<file path="config.mk">
export PLATFORM = sky130hd
export DESIGN_NAME = pag_access_guard
export DESIGN_NICKNAME = d
export VERILOG_FILES = /design/src/rtl/pag_pkg.sv /design/src/rtl/pag_fail_counter.sv /design/src/rtl/pag_access_guard.sv
export SDC_FILE = /design/constraint.sdc
export NUM_CORES = 1
export LEC_CHECK = 0
export BUFFER_PORTS_ARGS = -buffer_cell sky130_fd_sc_hd__clkbuf_2
export CORE_ASPECT_RATIO = 0.7
export CORE_MARGIN = 8
export CORE_UTILIZATION = 41
export DETAILED_ROUTE_END_ITERATION = 8
export PLACE_DENSITY = 0.63
export RECOVER_POWER = 100
export SLEW_MARGIN = 20
export SYNTH_ARGS = -nofsm -noshare
export SYNTH_HDL_FRONTEND = slang
export SYNTH_SLANG_ARGS = --single-unit
</file>
<file path="constraint.sdc">
create_clock -name clock -period 4.83 [get_ports clock]
set_input_delay 0.483 -clock clock [delete_from_list [all_inputs] [get_ports clock]]
set_output_delay 0.483 -clock clock [all_outputs]
set_load 0.1 [all_outputs]
</file>
<file path="src/rtl/pag_pkg.sv">
// Package: register map, field layout, page map and constants of the access guard
package pag_pkg;

    // ------------------------------------------------------------
    // Widths
    // ------------------------------------------------------------
    localparam int ADDR_W = 8;
    localparam int DATA_W = 32;
    localparam int PAGE_W = 8;
    localparam int PWD_W = 32;
    localparam int PASSWORD_ACK_VALUE_W = 16;
    localparam int EXP_W = 3;
    localparam int CNT_W = 8;
    localparam int SIG_IDX_W = 5;
    localparam int SIG_BYTES = 32;

    // ------------------------------------------------------------
    // Register offsets (byte addresses, one word each)
    // ------------------------------------------------------------
    localparam logic [ADDR_W-1:0] REG_CTRL = 8'h00;
    localparam logic [ADDR_W-1:0] REG_PWD = 8'h04;
    localparam logic [ADDR_W-1:0] REG_PASSWORD_ACK_VALUE = 8'h08;
    localparam logic [ADDR_W-1:0] REG_STATUS = 8'h0C;
    localparam logic [ADDR_W-1:0] REG_INT_STAT = 8'h10;
    localparam logic [ADDR_W-1:0] REG_INT_MASK = 8'h14;

    // ------------------------------------------------------------
    // Field positions
    // ------------------------------------------------------------
    localparam int CTRL_START_LSB = 0;
    localparam int CTRL_RDPROT_BIT = 8;
    localparam int CTRL_CFGLVL_BIT = 9;
    localparam int CTRL_EXP_LSB = 10;
    localparam int STAT_LOCK_BIT = 0;
    localparam int STAT_AUTH_BIT = 1;
    localparam int INT_W = 4;
    localparam int INT_OK_BIT = 0;
    localparam int INT_FAIL_BIT = 1;
    localparam int INT_LOCK_BIT = 2;
    localparam int INT_DENY_BIT = 3;

    // ------------------------------------------------------------
    // Page map and reset values
    // ------------------------------------------------------------
    localparam logic [PAGE_W-1:0] START_DISABLED = 8'hFF;
    localparam logic [PAGE_W-1:0] LAST_PAGE = 8'hE7;
    localparam logic [PAGE_W-1:0] CFG_FIRST_PAGE = 8'hE2;
    localparam logic [PAGE_W-1:0] PWD_PAGE = 8'hE5;
    localparam logic [PAGE_W-1:0] PASSWORD_ACK_VALUE_PAGE = 8'hE6;
    localparam logic [EXP_W-1:0] EXP_RESET = 3'h0;
    localparam logic [PWD_W-1:0] PWD_RESET = 32'hFFFFFFFF;
    localparam logic [PASSWORD_ACK_VALUE_W-1:0] PASSWORD_ACK_VALUE_RESET = 16'h0000;
    // Signature pattern, arbitrary value held in place of the factory one
    localparam logic [SIG_BYTES*8-1:0] SIGNATURE =
        256'h0F1E2D3C4B5A69788796A5B4C3D2E1F00112233445566778899AABBCCDDEEFF;

    // ------------------------------------------------------------
    // Reader commands and session states
    // ------------------------------------------------------------
    typedef enum logic [1:0] {
        OP_VERIFY = 2'h0,
        OP_SIGREAD = 2'h1,
        OP_MEMRD = 2'h2,
        OP_MEMWR = 2'h3
    } pag_op_t;

    typedef enum logic [1:0] {
        ST_OPEN = 2'h1,
        ST_AUTH = 2'h2
    } pag_state_t;

    function automatic logic [CNT_W-1:0] pag_fail_limit(input logic [EXP_W-1:0] e);
        pag_fail_limit = CNT_W'(1) << e;
    endfunction : pag_fail_limit

endpackage : pag_pkg

</file>
<file path="src/rtl/pag_fail_counter.sv">
// Failed-verification counter with permanent lockout
`timescale 1ns/1ps
module pag_fail_counter (
    // Clock and reset
    input wire logic clock,
    input wire logic rst,
    // Control
    input wire logic [pag_pkg::EXP_W-1:0] failLimitExponent,
    input wire logic verifyFail,
    input wire logic verifyPass,
    // Status
    output logic lockout
);

    logic [pag_pkg::CNT_W-1:0] failCount_r;

    // ------------------------------------------------------------
    // Counting
    // ------------------------------------------------------------
    always_ff @(posedge clock) begin
        if (rst) begin
            failCount_r <= '0;
        end else if (lockout) begin
            failCount_r <= failCount_r;
        end else if (verifyPass) begin
            failCount_r <= '0;
        end else if (verifyFail && failLimitExponent != pag_pkg::EXP_RESET) begin
            if (failCount_r < pag_pkg::pag_fail_limit(failLimitExponent)) begin
                failCount_r <= failCount_r + 8'h01;
            end
        end
    end

    // Lockout never clears short of a reset; a cleared exponent does not reopen it
    always_ff @(posedge clock) begin
        if (rst) begin
            lockout <= 1'b0;
        end else if (verifyFail && failLimitExponent != pag_pkg::EXP_RESET &&
                     failCount_r >= pag_pkg::pag_fail_limit(failLimitExponent)) begin
            lockout <= 1'b1;
        end
    end

    // ------------------------------------------------------------
    // Checks
    // ------------------------------------------------------------
    property p_lock_sticky;
        @(posedge clock) disable iff (rst)
        lockout |=> lockout;
    endproperty
    a_lock_sticky: assert property (p_lock_sticky) else $error("lockout released");

    property p_no_count_at_zero;
        @(posedge clock) disable iff (rst)
        (failLimitExponent == pag_pkg::EXP_RESET) && verifyFail && !lockout
            |=> $stable(failCount_r) && !lockout;
    endproperty
    a_no_count_at_zero: assert property (p_no_count_at_zero) else $error("counted at 000b");

endmodule : pag_fail_counter

</file>
<file path="src/rtl/pag_access_guard.sv">
// Password access guard: verify, page protection, masked secrets, signature read
// ------------------------------------------------------------
// Overview of operation
// Start page FFh means no protection at all.
// Start page inside memory protects that page and all pages above.
// Holds 32-bit password, 16-bit ack; guards writes or reads and writes.
// Password and ack stored least significant byte first, as on the link.
// Reads of password or ack bytes return zero on either interface.
// Without protection, password and ack are writable any time.
// With protection, password and ack writable only after successful verify.
// Exponent 000b disables failure counting; it is the reset value.
// Failures counted; one beyond two to the exponent locks forever.
// After lockout every verify fails, even with the right password.
// Successful verify before lockout clears the failure count.
// Configuration pages protection level set by its own bit.
// Configuration pages guarded only when start page is inside memory.
// 32-byte signature sits in hidden storage, out of reach of reads.
// Signature read command returns the signature bytes.
// Read-only lockout flag: 0 while verify possible, 1 once locked.
// Verify success replies ack and grants access until session end; here a failed verify also ends the access.
// ------------------------------------------------------------
`timescale 1ns/1ps
module pag_access_guard (
    // Clock and reset
    input wire logic clock,
    input wire logic rst,
    // Register port
    input wire logic [pag_pkg::ADDR_W-1:0] regAddr,
    input wire logic [pag_pkg::DATA_W-1:0] regWrData,
    input wire logic regWr,
    input wire logic regRd,
    output logic [pag_pkg::DATA_W-1:0] regRdData,
    // Reader command port
    input wire logic cmdValid,
    input wire logic [1:0] cmdOp,
    input wire logic [pag_pkg::PAGE_W-1:0] cmdPage,
    input wire logic [pag_pkg::DATA_W-1:0] cmdData,
    input wire logic sessionEnd,
    // Reader reply port
    output logic respValid,
    output logic respAck,
    output logic respZero,
    output logic [pag_pkg::DATA_W-1:0] respData,
    // Status and interrupt
    output logic verifyLockoutFlag,
    output logic irq
);

    // ------------------------------------------------------------
    // State
    // ------------------------------------------------------------
    logic [pag_pkg::PAGE_W-1:0] protectStartPage_r;
    logic readProtect_r;
    logic configProtectLevel_r;
    logic [pag_pkg::EXP_W-1:0] failLimitExponent_r;
    logic [pag_pkg::PWD_W-1:0] secretPassword_r;
    logic [pag_pkg::PASSWORD_ACK_VALUE_W-1:0] passwordAckValue_r;
    logic [pag_pkg::INT_W-1:0] intStat_r;
    logic [pag_pkg::INT_W-1:0] intMask_r;
    logic lockPrev_r;
    pag_pkg::pag_state_t state_r;
    pag_pkg::pag_state_t state_nxt;
    logic lockout;
    logic protActive;
    logic authed;
    logic secretsWritable;
    logic isVerify;
    logic pwdMatch;
    logic verifyPass;
    logic verifyFail;
    logic memGrant;
    logic memDeny;
    logic [pag_pkg::INT_W-1:0] intSet;

    // ------------------------------------------------------------
    // Decoding helpers
    // ------------------------------------------------------------
    function automatic logic inProtRegion(input logic [pag_pkg::PAGE_W-1:0] page);
        inProtRegion = protActive && (page >= protectStartPage_r);
    endfunction : inProtRegion

    function automatic logic isSecretPage(input logic [pag_pkg::PAGE_W-1:0] page);
        isSecretPage = (page == pag_pkg::PWD_PAGE) || (page == pag_pkg::PASSWORD_ACK_VALUE_PAGE);
    endfunction : isSecretPage

    function automatic logic [7:0] sigByte(input logic [pag_pkg::SIG_IDX_W-1:0] idx);
        sigByte = pag_pkg::SIGNATURE[{idx, 3'h0} +: 8];
    endfunction : sigByte

    // Start page FFh or beyond the last page leaves everything open
    assign protActive = (protectStartPage_r != pag_pkg::START_DISABLED) &&
                        (protectStartPage_r <= pag_pkg::LAST_PAGE);
    assign authed = (state_r == pag_pkg::ST_AUTH);
    assign secretsWritable = !protActive || authed;
    assign isVerify = cmdValid && (cmdOp == pag_pkg::OP_VERIFY);
    assign pwdMatch = (cmdData == secretPassword_r);
    assign verifyPass = isVerify && !lockout && pwdMatch;
    assign verifyFail = isVerify && !(!lockout && pwdMatch);

    // ------------------------------------------------------------
    // Access decision
    // ------------------------------------------------------------
    always_comb begin
        memGrant = 1'b1;
        if (cmdOp == pag_pkg::OP_MEMWR) begin
            memGrant = !inProtRegion(cmdPage) || authed;
        end else if (cmdOp == pag_pkg::OP_MEMRD) begin
            if (inProtRegion(cmdPage) && !authed) begin
                if (cmdPage >= pag_pkg::CFG_FIRST_PAGE) begin
                    memGrant = !configProtectLevel_r;
                end else begin
                    memGrant = !readProtect_r;
                end
            end
        end
        memDeny = cmdValid && cmdOp[1] && !memGrant;
    end

    // ------------------------------------------------------------
    // Failure counter
    // ------------------------------------------------------------
    pag_fail_counter u_failCounter (
        .clock(clock),
        .rst(rst),
        .failLimitExponent(failLimitExponent_r),
        .verifyFail(verifyFail),
        .verifyPass(verifyPass),
        .lockout(lockout)
    );

    // ------------------------------------------------------------
    // Session state
    // ------------------------------------------------------------
    always_comb begin
        state_nxt = state_r;
        case (state_r)
            pag_pkg::ST_OPEN: begin
                if (verifyPass && !sessionEnd) begin
                    state_nxt = pag_pkg::ST_AUTH;
                end
            end
            pag_pkg::ST_AUTH: begin
                if (sessionEnd || verifyFail) begin
                    state_nxt = pag_pkg::ST_OPEN;
                end
            end
            default: begin
                state_nxt = pag_pkg::ST_OPEN;
            end
        endcase
    end

    always_ff @(posedge clock) begin
        if (rst) begin
            state_r <= pag_pkg::ST_OPEN;
        end else begin
            state_r <= state_nxt;
        end
    end

    // ------------------------------------------------------------
    // Configuration registers
    // ------------------------------------------------------------
    always_ff @(posedge clock) begin
        if (rst) begin
            protectStartPage_r <= pag_pkg::START_DISABLED;
            readProtect_r <= 1'b0;
            configProtectLevel_r <= 1'b0;
            failLimitExponent_r <= pag_pkg::EXP_RESET;
        end else if (regWr && regAddr == pag_pkg::REG_CTRL) begin
            protectStartPage_r <= regWrData[pag_pkg::CTRL_START_LSB +: pag_pkg::PAGE_W];
            readProtect_r <= regWrData[pag_pkg::CTRL_RDPROT_BIT];
            configProtectLevel_r <= regWrData[pag_pkg::CTRL_CFGLVL_BIT];
            failLimitExponent_r <= regWrData[pag_pkg::CTRL_EXP_LSB +: pag_pkg::EXP_W];
        end
    end

    // Both interfaces may write the secrets; the reader wins a same-cycle clash
    always_ff @(posedge clock) begin
        if (rst) begin
            secretPassword_r <= pag_pkg::PWD_RESET;
            passwordAckValue_r <= pag_pkg::PASSWORD_ACK_VALUE_RESET;
        end else if (secretsWritable) begin
            if (cmdValid && cmdOp == pag_pkg::OP_MEMWR && cmdPage == pag_pkg::PWD_PAGE) begin
                secretPassword_r <= cmdData;
            end else if (regWr && regAddr == pag_pkg::REG_PWD) begin
                secretPassword_r <= regWrData;
            end
            if (cmdValid && cmdOp == pag_pkg::OP_MEMWR && cmdPage == pag_pkg::PASSWORD_ACK_VALUE_PAGE) begin
                passwordAckValue_r <= cmdData[pag_pkg::PASSWORD_ACK_VALUE_W-1:0];
            end else if (regWr && regAddr == pag_pkg::REG_PASSWORD_ACK_VALUE) begin
                passwordAckValue_r <= regWrData[pag_pkg::PASSWORD_ACK_VALUE_W-1:0];
            end
        end
    end

    // ------------------------------------------------------------
    // Reader replies
    // ------------------------------------------------------------
    always_ff @(posedge clock) begin
        if (rst) begin
            respValid <= 1'b0;
            respAck <= 1'b0;
            respZero <= 1'b0;
            respData <= '0;
        end else begin
            respValid <= cmdValid;
            respAck <= 1'b0;
            respZero <= 1'b0;
            respData <= '0;
            if (cmdValid) begin
                case (cmdOp)
                    pag_pkg::OP_VERIFY: begin
                        respAck <= verifyPass;
                        if (verifyPass) begin
                            respData <= {16'h0000, passwordAckValue_r};
                        end
                    end
                    pag_pkg::OP_SIGREAD: begin
                        respAck <= 1'b1;
                        respData <= {24'h000000, sigByte(cmdPage[pag_pkg::SIG_IDX_W-1:0])};
                    end
                    pag_pkg::OP_MEMRD: begin
                        respAck <= memGrant;
                        // Page reads never index the signature store
                        respZero <= memGrant && isSecretPage(cmdPage);
                    end
                    default: begin
                        respAck <= memGrant && (!isSecretPage(cmdPage) || secretsWritable);
                    end
                endcase
            end
        end
    end

    // ------------------------------------------------------------
    // Interrupts
    // ------------------------------------------------------------
    always_comb begin
        intSet = '0;
        intSet[pag_pkg::INT_OK_BIT] = verifyPass;
        intSet[pag_pkg::INT_FAIL_BIT] = verifyFail;
        intSet[pag_pkg::INT_LOCK_BIT] = lockout && !lockPrev_r;
        intSet[pag_pkg::INT_DENY_BIT] = memDeny;
    end

    // A new event outranks a write-one-to-clear in the same cycle
    always_ff @(posedge clock) begin
        if (rst) begin
            intStat_r <= '0;
            intMask_r <= '0;
            lockPrev_r <= 1'b0;
            irq <= 1'b0;
        end else begin
            lockPrev_r <= lockout;
            if (regWr && regAddr == pag_pkg::REG_INT_STAT) begin
                intStat_r <= (intStat_r & ~regWrData[pag_pkg::INT_W-1:0]) | intSet;
            end else begin
                intStat_r <= intStat_r | intSet;
            end
            if (regWr && regAddr == pag_pkg::REG_INT_MASK) begin
                intMask_r <= regWrData[pag_pkg::INT_W-1:0];
            end
            irq <= |(intStat_r & intMask_r);
        end
    end

    // ------------------------------------------------------------
    // Register reads
    // ------------------------------------------------------------
    always_ff @(posedge clock) begin
        if (rst) begin
            regRdData <= '0;
            verifyLockoutFlag <= 1'b0;
        end else begin
            verifyLockoutFlag <= lockout;
            regRdData <= '0;
            if (regRd) begin
                case (regAddr)
                    pag_pkg::REG_CTRL: begin
                        regRdData <= {19'h00000, failLimitExponent_r, configProtectLevel_r,
                                      readProtect_r, protectStartPage_r};
                    end
                    pag_pkg::REG_STATUS: begin
                        regRdData <= {30'h00000000, authed, lockout};
                    end
                    pag_pkg::REG_INT_STAT: begin
                        regRdData <= {28'h0000000, intStat_r};
                    end
                    pag_pkg::REG_INT_MASK: begin
                        regRdData <= {28'h0000000, intMask_r};
                    end
                    default: begin
                        regRdData <= '0;
                    end
                endcase
            end
        end
    end

    // ------------------------------------------------------------
    // Checks
    // ------------------------------------------------------------
    property p_open_when_disabled;
        @(posedge clock) disable iff (rst)
        cmdValid && cmdOp == pag_pkg::OP_MEMRD && protectStartPage_r == pag_pkg::START_DISABLED
            |=> respValid && respAck;
    endproperty
    a_open_when_disabled: assert property (p_open_when_disabled) else $error("denied at FFh");

    property p_region_guarded;
        @(posedge clock) disable iff (rst)
        cmdValid && cmdOp == pag_pkg::OP_MEMWR && protActive && !authed &&
            cmdPage >= protectStartPage_r |=> respValid && !respAck;
    endproperty
    a_region_guarded: assert property (p_region_guarded) else $error("guarded write let through");

    property p_secret_reads_zero;
        @(posedge clock) disable iff (rst)
        regRd && (regAddr == pag_pkg::REG_PWD || regAddr == pag_pkg::REG_PASSWORD_ACK_VALUE) |=> regRdData == '0;
    endproperty
    a_secret_reads_zero: assert property (p_secret_reads_zero) else $error("secret leaked");

    property p_secret_locked;
        @(posedge clock) disable iff (rst)
        protActive && !authed && !(regWr && regAddr == pag_pkg::REG_CTRL)
            |=> $stable(secretPassword_r) && $stable(passwordAckValue_r);
    endproperty
    a_secret_locked: assert property (p_secret_locked) else $error("secret written unverified");

    property p_lockout_fails;
        @(posedge clock) disable iff (rst)
        lockout && isVerify |=> respValid && !respAck ##1 !authed;
    endproperty
    a_lockout_fails: assert property (p_lockout_fails) else $error("verify passed after lockout");

    property p_password_ack_value_reply;
        @(posedge clock) disable iff (rst)
        isVerify && !lockout && pwdMatch && !sessionEnd
            |=> respAck && respData[pag_pkg::PASSWORD_ACK_VALUE_W-1:0] == $past(passwordAckValue_r) && authed;
    endproperty
    a_password_ack_value_reply: assert property (p_password_ack_value_reply) else $error("bad verify reply");

    property p_signature;
        @(posedge clock) disable iff (rst)
        cmdValid && cmdOp == pag_pkg::OP_SIGREAD
            |=> respData[7:0] == sigByte($past(cmdPage[pag_pkg::SIG_IDX_W-1:0]));
    endproperty
    a_signature: assert property (p_signature) else $error("wrong signature byte");

    property p_lock_flag;
        @(posedge clock) disable iff (rst)
        $rose(lockout) |=> verifyLockoutFlag ##1 verifyLockoutFlag;
    endproperty
    a_lock_flag: assert property (p_lock_flag) else $error("lockout flag missing");

    property p_irq;
        @(posedge clock) disable iff (rst)
        (intStat_r & intMask_r) != '0 |=> irq;
    endproperty
    a_irq: assert property (p_irq) else $error("interrupt not raised");

endmodule : pag_access_guard

</file>
==> reports/qor.yml, run 1 <==
ys.flop_type: "dfxtp_1"
violations: "max-capacitance violations, max-slew violations"
cts_resized: 0
grt_max_degree: 49
synth_enable_flop_cells: 0
syn_area_per_cell_sq_um: 9.31
grt_pass1_vias: 5160
syn_area_sq_um: 6130
grt_use_met2_pct: 25.2
hold_depth: 3
yosysTopAreaCellShare_pct: 37.2
hold_violations: 0
crit_chain: "clkbuf_1 -> or3b_1 -> nor4_1 -> clkbuf_1 -> nand2_1 -> a21boi_4 -> nor2_1 -> a311oi_2"
cp-end-kind: "flip-flop"
setup_slack_ps: 1310
ir_worst_vdd_mv: 0.204
ys_top_cells_by_area: "dfxtp_1 (37%), o211ai_2 (6.5%), mux2i_1 (6.0%), nand2_1 (5.4%), ha_1 (4.5%)"
reg2reg_depth: 6
async_flop_share_pct: 0
place_ws_ps: 1570
rows: 37
r2r_start: "secretPassword_r[15]"
worst_pin_slew_ps: 2190
cp_max_fo: 32
final_cell_mix: "dfxtp_1 (114), nand2_1 (90), clkbuf_2 (85), nor2_1 (39), clkbuf_1 (38)"
yosysWarnings: 0
area_growth_pct: 15.5
gp_congestion: 0.870
timing.fmax_mhz: 284
period_needed_ps: 3520
clockBufferDepth: 2
ys_seq_elements: 114
path_clk_slew_ps: 60
setup_viol: 0
clkLatencyLatePin_ps: 410
crit_path_max_incr_delay_ps: 860
cts_buffers: 17
crit_slowest_cell: "a21boi_4"
final_common_cell: "dfxtp_1"
route.detailed.drc: 0
cellLeakagePower_uw: 0.00318
drt_iter0_drc: 315
avgRoutedWirePerCell_um: 18.0
regArea_sq_um: 2280
grt_pass1_wl_um: 27700
hold_buffers: 0
slew_headroom_pct: -45.7
start_util_pct: 41.8
cts_sinks: 114
nets: 873
grt-busiest-layer: "met1"
cts_max_level: 4
hp-start: "regWrData[12]"
clockRootBuffer: "clkbuf_16"
r2r_slack_ps: 1550
cts_tree: "yes"
power_density_nw_per_um2: 362
r2r_end: "respData[0]"
holdPathEnd: "failLimitExponent_r[2]"
die_area_sq_um: 19200
ys_seq_area_share_pct: 37.2
antennaDiodeCount: 0
dr.pass1.iters: 5
fill_cells: 1421
power_uw: 2560
drv_slew: 58
path_buf_inv: 2
grt_use_met1_pct: 25.5
drive_above_1_share_pct: 18.8
vias: 5109
dp_hpwl_um: 13600
outcome: "finished with violations"
wl_um: 17500
grt_overflow_total: 0
synth_cells: 659
criticalPathCategory: "in -> reg"
ant_nets: 0
synth.distinct_cells: 60
cp-start-kind: "input pin"
drv_cap: 2
hold_path.class: "in -> reg"
met3_usage_pct: 4.13
path_common_cell: "clkbuf_1"
viasPerCell: 5.26
cp.arrival_ps: 3820
chipHeight_um: 118
boundaryPins: 157
period_share_pct: 72.9
cp.required_ps: 5130
rsz0062_at_grt: "no"
antenna_found_initial: 0
cts_setup_buffers: 0
fin_setup_tns_ps: 0
skew_ps: 9.53
core_area_sq_um: 14700
multi_input_area_sq_um: 3280
chipWidth_um: 162
io_buffers: 121
grtUsageTotal_pct: 17.9
cp_top_family: "simple AND/OR/NAND/NOR gates"
yosysTopAreaCell: "dfxtp_1"
-- worst reg2reg max path, delay by kind of cell, from the launching register on --
| family | cells | cell delay (ps) |
|---|---|---|
| and+or+nand+nor | 4 | 2470 |
| DFF | 1 | 330 |
| AOI/OAI and AO/OA | 1 | 260 |
| xor gates and xnor gates | 1 | 170 |
-- synth_stat cells, types with 3 or more instances --
| cell | number |
|---|---|
| xnor2_1 | 8 |
| nor2b_1 | 6 |
| buf_6 | 9 |
| nor2_1 | 39 |
| and2_1 | 18 |
| inv_1 | 14 |
| buf_4 | 36 |
| nor4_1 | 12 |
| a311oi_1 | 3 |
| a31oi_1 | 5 |
| nand3_1 | 24 |
| nor3_1 | 12 |
| nand2_1 | 89 |
| o2bb2ai_1 | 6 |
| nand2b_1 | 3 |
| o21ai_0 | 3 |
| buf_2 | 3 |
| a32oi_1 | 4 |
| a311oi_2 | 13 |
| mux2i_1 | 37 |
| a22oi_1 | 6 |
| o21a_1 | 3 |
| and3_1 | 3 |
| xor2_1 | 29 |
| nand3b_1 | 5 |
| a21oi_1 | 20 |
| ha_1 | 22 |
| nand4_1 | 7 |
| o211ai_1 | 8 |
| clkbuf_1 | 25 |
| o211ai_2 | 32 |
| nor4b_1 | 3 |
| or3_1 | 5 |
| dfxtp_1 | 114 |
-- layer usage --
layer	vias up	part of all wire (%)	routed length (um)
met3	36	6.2	1080
met2	186	41	7130
li1	2503	-	-
met4	0	2.7	479
met1	2384	50	8820
met5	-	0	0
-- where the power goes --
part,total [uW],switching (uW),internal [uW]
Clock,1340,472,870
Combinational,276,223,52.5
Sequential,946,1.92,945
-- final cells by class --
class,instances,area share (%)
multi-input cells,490,46.4
flip-flops and latches,114,32.2
repair buffers,125,8.23
clock buffers,17,6.00
well taps,195,3.44
clock inverters,15,2.95
inverters,15,0.812
-- state kept, by name, summed over array words and instances, names as in the netlist, 2 cells and up --
signal / flops
regRdData: 13
protectStartPage_r: 8
u_failCounter.failCount_r: 8
intMask_r: 4
passwordAckValue_r: 16
state_r: 2
failLimitExponent_r: 3
secretPassword_r: 32
intStat_r: 4
respData: 16
-- cell families after synthesis --
group | Yosys count | share of synthesized area, %
AO/OA/AOI/OAI | 117 | 18.2
XOR/XNOR | 37 | 5.28
adder cells (fa/ha/maj) | 22 | 4.49
buffers and inverters | 89 | 8.81
flip-flops | 114 | 37.2
multiplexers | 39 | 6.41
other | 1 | 0.0612
AND/OR/NAND/NOR | 240 | 19.5
-- through the flow --
stage | utilization, % | cells | hold WS [ps] | area, sq um
6_report | 48.3 | 971 | 361 | 7090
5_1_grt | 48.3 | 971 | 369 | 7090
4_1_cts | 49.7 | 971 | 349 | 7290
3_5_place_dp | 45.3 | 939 | 446 | 6660
3_3_place_gp | 45.3 | 939 | 441 | 6660
2_1_floorplan | - | 693 | 427 | 6260
-- how the worst max path moves through the flow --
stage	cells after the start	start	to	slack, ps
4_1_cts	10	cmdPage[2]	secretPassword_r[0]	2000
6_report	8	cmdPage[2]	passwordAckValue_r[10]	1310
3_5_place_dp	10	cmdPage[2]	secretPassword_r[0]	1570
3_3_place_gp	10	cmdPage[2]	secretPassword_r[7]	1680
2_1_floorplan	9	failLimitExponent_r[0]	u_failCounter.failCount_r[1]	2290
5_1_grt	8	cmdPage[2]	passwordAckValue_r[4]	970
(Power assumes the default switching activity.)
==> inputs of run 2 (changes only) <==
==> constraint.sdc (replaced) <==
create_clock -name clock -period 3.65 [get_ports clock]
set_input_delay 0.365 -clock clock [delete_from_list [all_inputs] [get_ports clock]]
set_output_delay 0.365 -clock clock [all_outputs]
set_load 0.1 [all_outputs]
==> run 2 against run 1 <==
Compared with the run above: highest routed layer unchanged; flip-flop and latch count did not move; sequential share of layout area rose by 0.068 points; clock skew is 0.68 ps higher; critical path depth down 1; the flow now finishes without violations; critical path type unchanged; design area down 0.21%; largest cell class unchanged; largest power group unchanged; die area is the same.
==> reports/qor.yml, run 2 (same netlist as run 1, synthesis figures left out) <==
outcome: "completed"
setup_viol: 0  # unchanged
io_buffers: 121  # unchanged
start_util_pct: 41.8  # unchanged
cellLeakagePower_uw: 0.00319  # +0.38%
cts_setup_buffers: 0  # unchanged
path_clk_slew_ps: 60  # about the same
p_sw_share_pct: 28.8  # +1.6 points
cp.arrival_ps: 3320  # -500 ps
power_density_nw_per_um2: 453  # +25%
criticalPathCategory: "in -> reg"
hold_buffers: 0  # unchanged
rows: 37  # unchanged
final_core_util_pct: 48.2  # -0.10 points
slew_headroom_pct: 9.05  # +55 points
antennaDiodeCount: 0  # unchanged
cts_max_level: 4  # unchanged
ir_worst_vdd_mv: 0.323  # +59%
timing.hold.ws_ps: 234  # -127 ps
r2r_start: "failLimitExponent_r[0]"
cp-end-kind: "flip-flop"
hold_path.class: "in -> reg"
final_common_cell: "dfxtp_1"
cts_sinks: 114  # unchanged
area_growth_pct: 15.3
crit_slowest_cell: "a21boi_2"
grt_pass1_wl_um: 28200  # +1.7%
grt_max_degree: 43  # -12%
path_buf_inv: 1  # -1
clockPowerShare_pct: 49.4  # -2.9 points
ant_nets: 0  # unchanged
cp_top_family: "compound AO/OA/AOI/OAI gates"
avgRoutedWirePerCell_um: 18.0  # about the same
core_area_sq_um: 14700  # unchanged
reg2reg_depth: 8  # +2
worst_pin_slew_ps: 1360  # -829 ps
period_needed_ps: 3020
final_cell_mix: "dfxtp_1 (114), nand2_1 (90), clkbuf_2 (86), nor2_1 (39)"
hold_depth: 3  # unchanged
route.detailed.drc: 0  # unchanged
cts_resized: 0  # unchanged
grtUsageTotal_pct: 18.4  # +0.47 points
die_area_sq_um: 19200  # unchanged
chipHeight_um: 118  # unchanged
vias: 5150  # +0.80%
power_uw: 3200  # +25%
combPwrFrac_pct: 11.5  # +0.7 points
viasPerCell: 5.27  # about the same
top_regs: "secretPassword_r x32, passwordAckValue_r x16, respData x16"
drv_cap: 0  # -2
cts_tree: "yes"
cp_max_fo: 30  # -6.3%
regMostFlops: "secretPassword_r"
crit_chain: "clkbuf_2 -> or3b_1 -> nor4_1 -> nand2_4 -> a21boi_2 -> nor2_1 -> a311oi_1"
grt_pass1_vias: 5196  # +0.70%
cts_buffers: 17  # unchanged
period_share_pct: 82.7
clkLatencyLatePin_ps: 410  # about the same
boundaryPins: 157  # unchanged
cp-start-kind: "input pin"
dr.pass1.iters: 5  # unchanged
timing.fmax_mhz: 331
clockRootBuffer: "clkbuf_16"
wl_um: 17600  # +0.74%
skew_ps: 10.2  # +0.678 ps
grt_overflow_total: 0  # unchanged
r2r_end: "u_failCounter.failCount_r[1]"
largest_reg_flops: 32  # unchanged
antenna_found_initial: 0  # unchanged
hold_violations: 0  # unchanged
holdPathEnd: "passwordAckValue_r[15]"
drive_above_1_share_pct: 19.5  # +0.73 points
cp.required_ps: 3950  # -1180 ps
p_int_uw: 2280  # +22%
gp_congestion: 0.901  # +3.5%
rsz0062_at_grt: "no"
fill_cells: 1394  # -1.9%
crit_path_max_incr_delay_ps: 1050  # +190 ps
hp-start: "regWrData[15]"
clockBufferDepth: 2  # unchanged
p_sw_uw: 924  # +32%
seq_power_share_pct: 39.1  # +2.2 points
nets: 880  # +0.80%
drt_iter0_drc: 421  # +34%
dp_hpwl_um: 13800  # +1.8%
r2r_slack_ps: 820  # -730 ps
fin_setup_tns_ps: 0  # unchanged
chipWidth_um: 162  # unchanged
drv_slew: 0  # -100%
-- run 2: changes by cell type in the layout (fill, tap and decap cells not counted), moves of 2 or more --
cell,change
and2_1,+4
and2_0,-4
clkinvlp_4,+2
bufinv_16,-3
inv_6,+2
buf_4,+7
-- run 2: final cells by class --
cell class	instances	area [sq um]	share of cell area, %
repair buffers	132	637	9.01
flip-flops and latches	114	2280	32.3
clock inverters	14	131	1.86
inverters	15	56.3	0.796
clock buffers	18	439	6.21
multi-input cells	490	3280	46.4
well taps	195	244	3.45
-- run 2: routing by layer --
layer  global-route usage [%]  share of wire (%)
met2                     26.6                 42
met4                     6.23                1.4
met1                     25.7                 48
met5                        0                  0
met3                     5.13                7.8
-- run 2: power groups by stage --
stage | clock (uW) | combinational [uW] | sequential [uW]
6_report | 1580 | 369 | 1250
5_1_grt | 1660 | 387 | 1250
4_1_cts | 1610 | 373 | 1250
3_5_place_dp | 0 | 372 | 1280
3_3_place_gp | 0 | 370 | 1280
2_1_floorplan | 0 | 275 | 1300
-- run 2: per-stage QoR --
stage          instance area (sq um)  instances  worst slack, ps
4_1_cts                         7280        978              820
3_3_place_gp                    6710        946              721
2_1_floorplan                   6260        693             1110
3_5_place_dp                    6710        946              793
5_1_grt                         7070        978              362
6_report                        7070        978              631
-- run 2: how the worst max path moves through the flow --
stage | start | to | cells after the start
finish | cmdPage[2] | passwordAckValue_r[5] | 7
global route | cmdPage[4] | passwordAckValue_r[5] | 7
CTS | failLimitExponent_r[0] | u_failCounter.failCount_r[1] | 8
detailed placement | cmdPage[4] | secretPassword_r[16] | 9
global placement | cmdData[5] | respData[2] | 7
floorplan | failLimitExponent_r[0] | u_failCounter.failCount_r[1] | 9
-- run 2: worst min-delay path, delay by kind of cell --
kind	cells	cell delay, ps
AOI/OAI and AO/OA	1	80
and+or+nand+nor	1	60
buffers and inverters	1	100
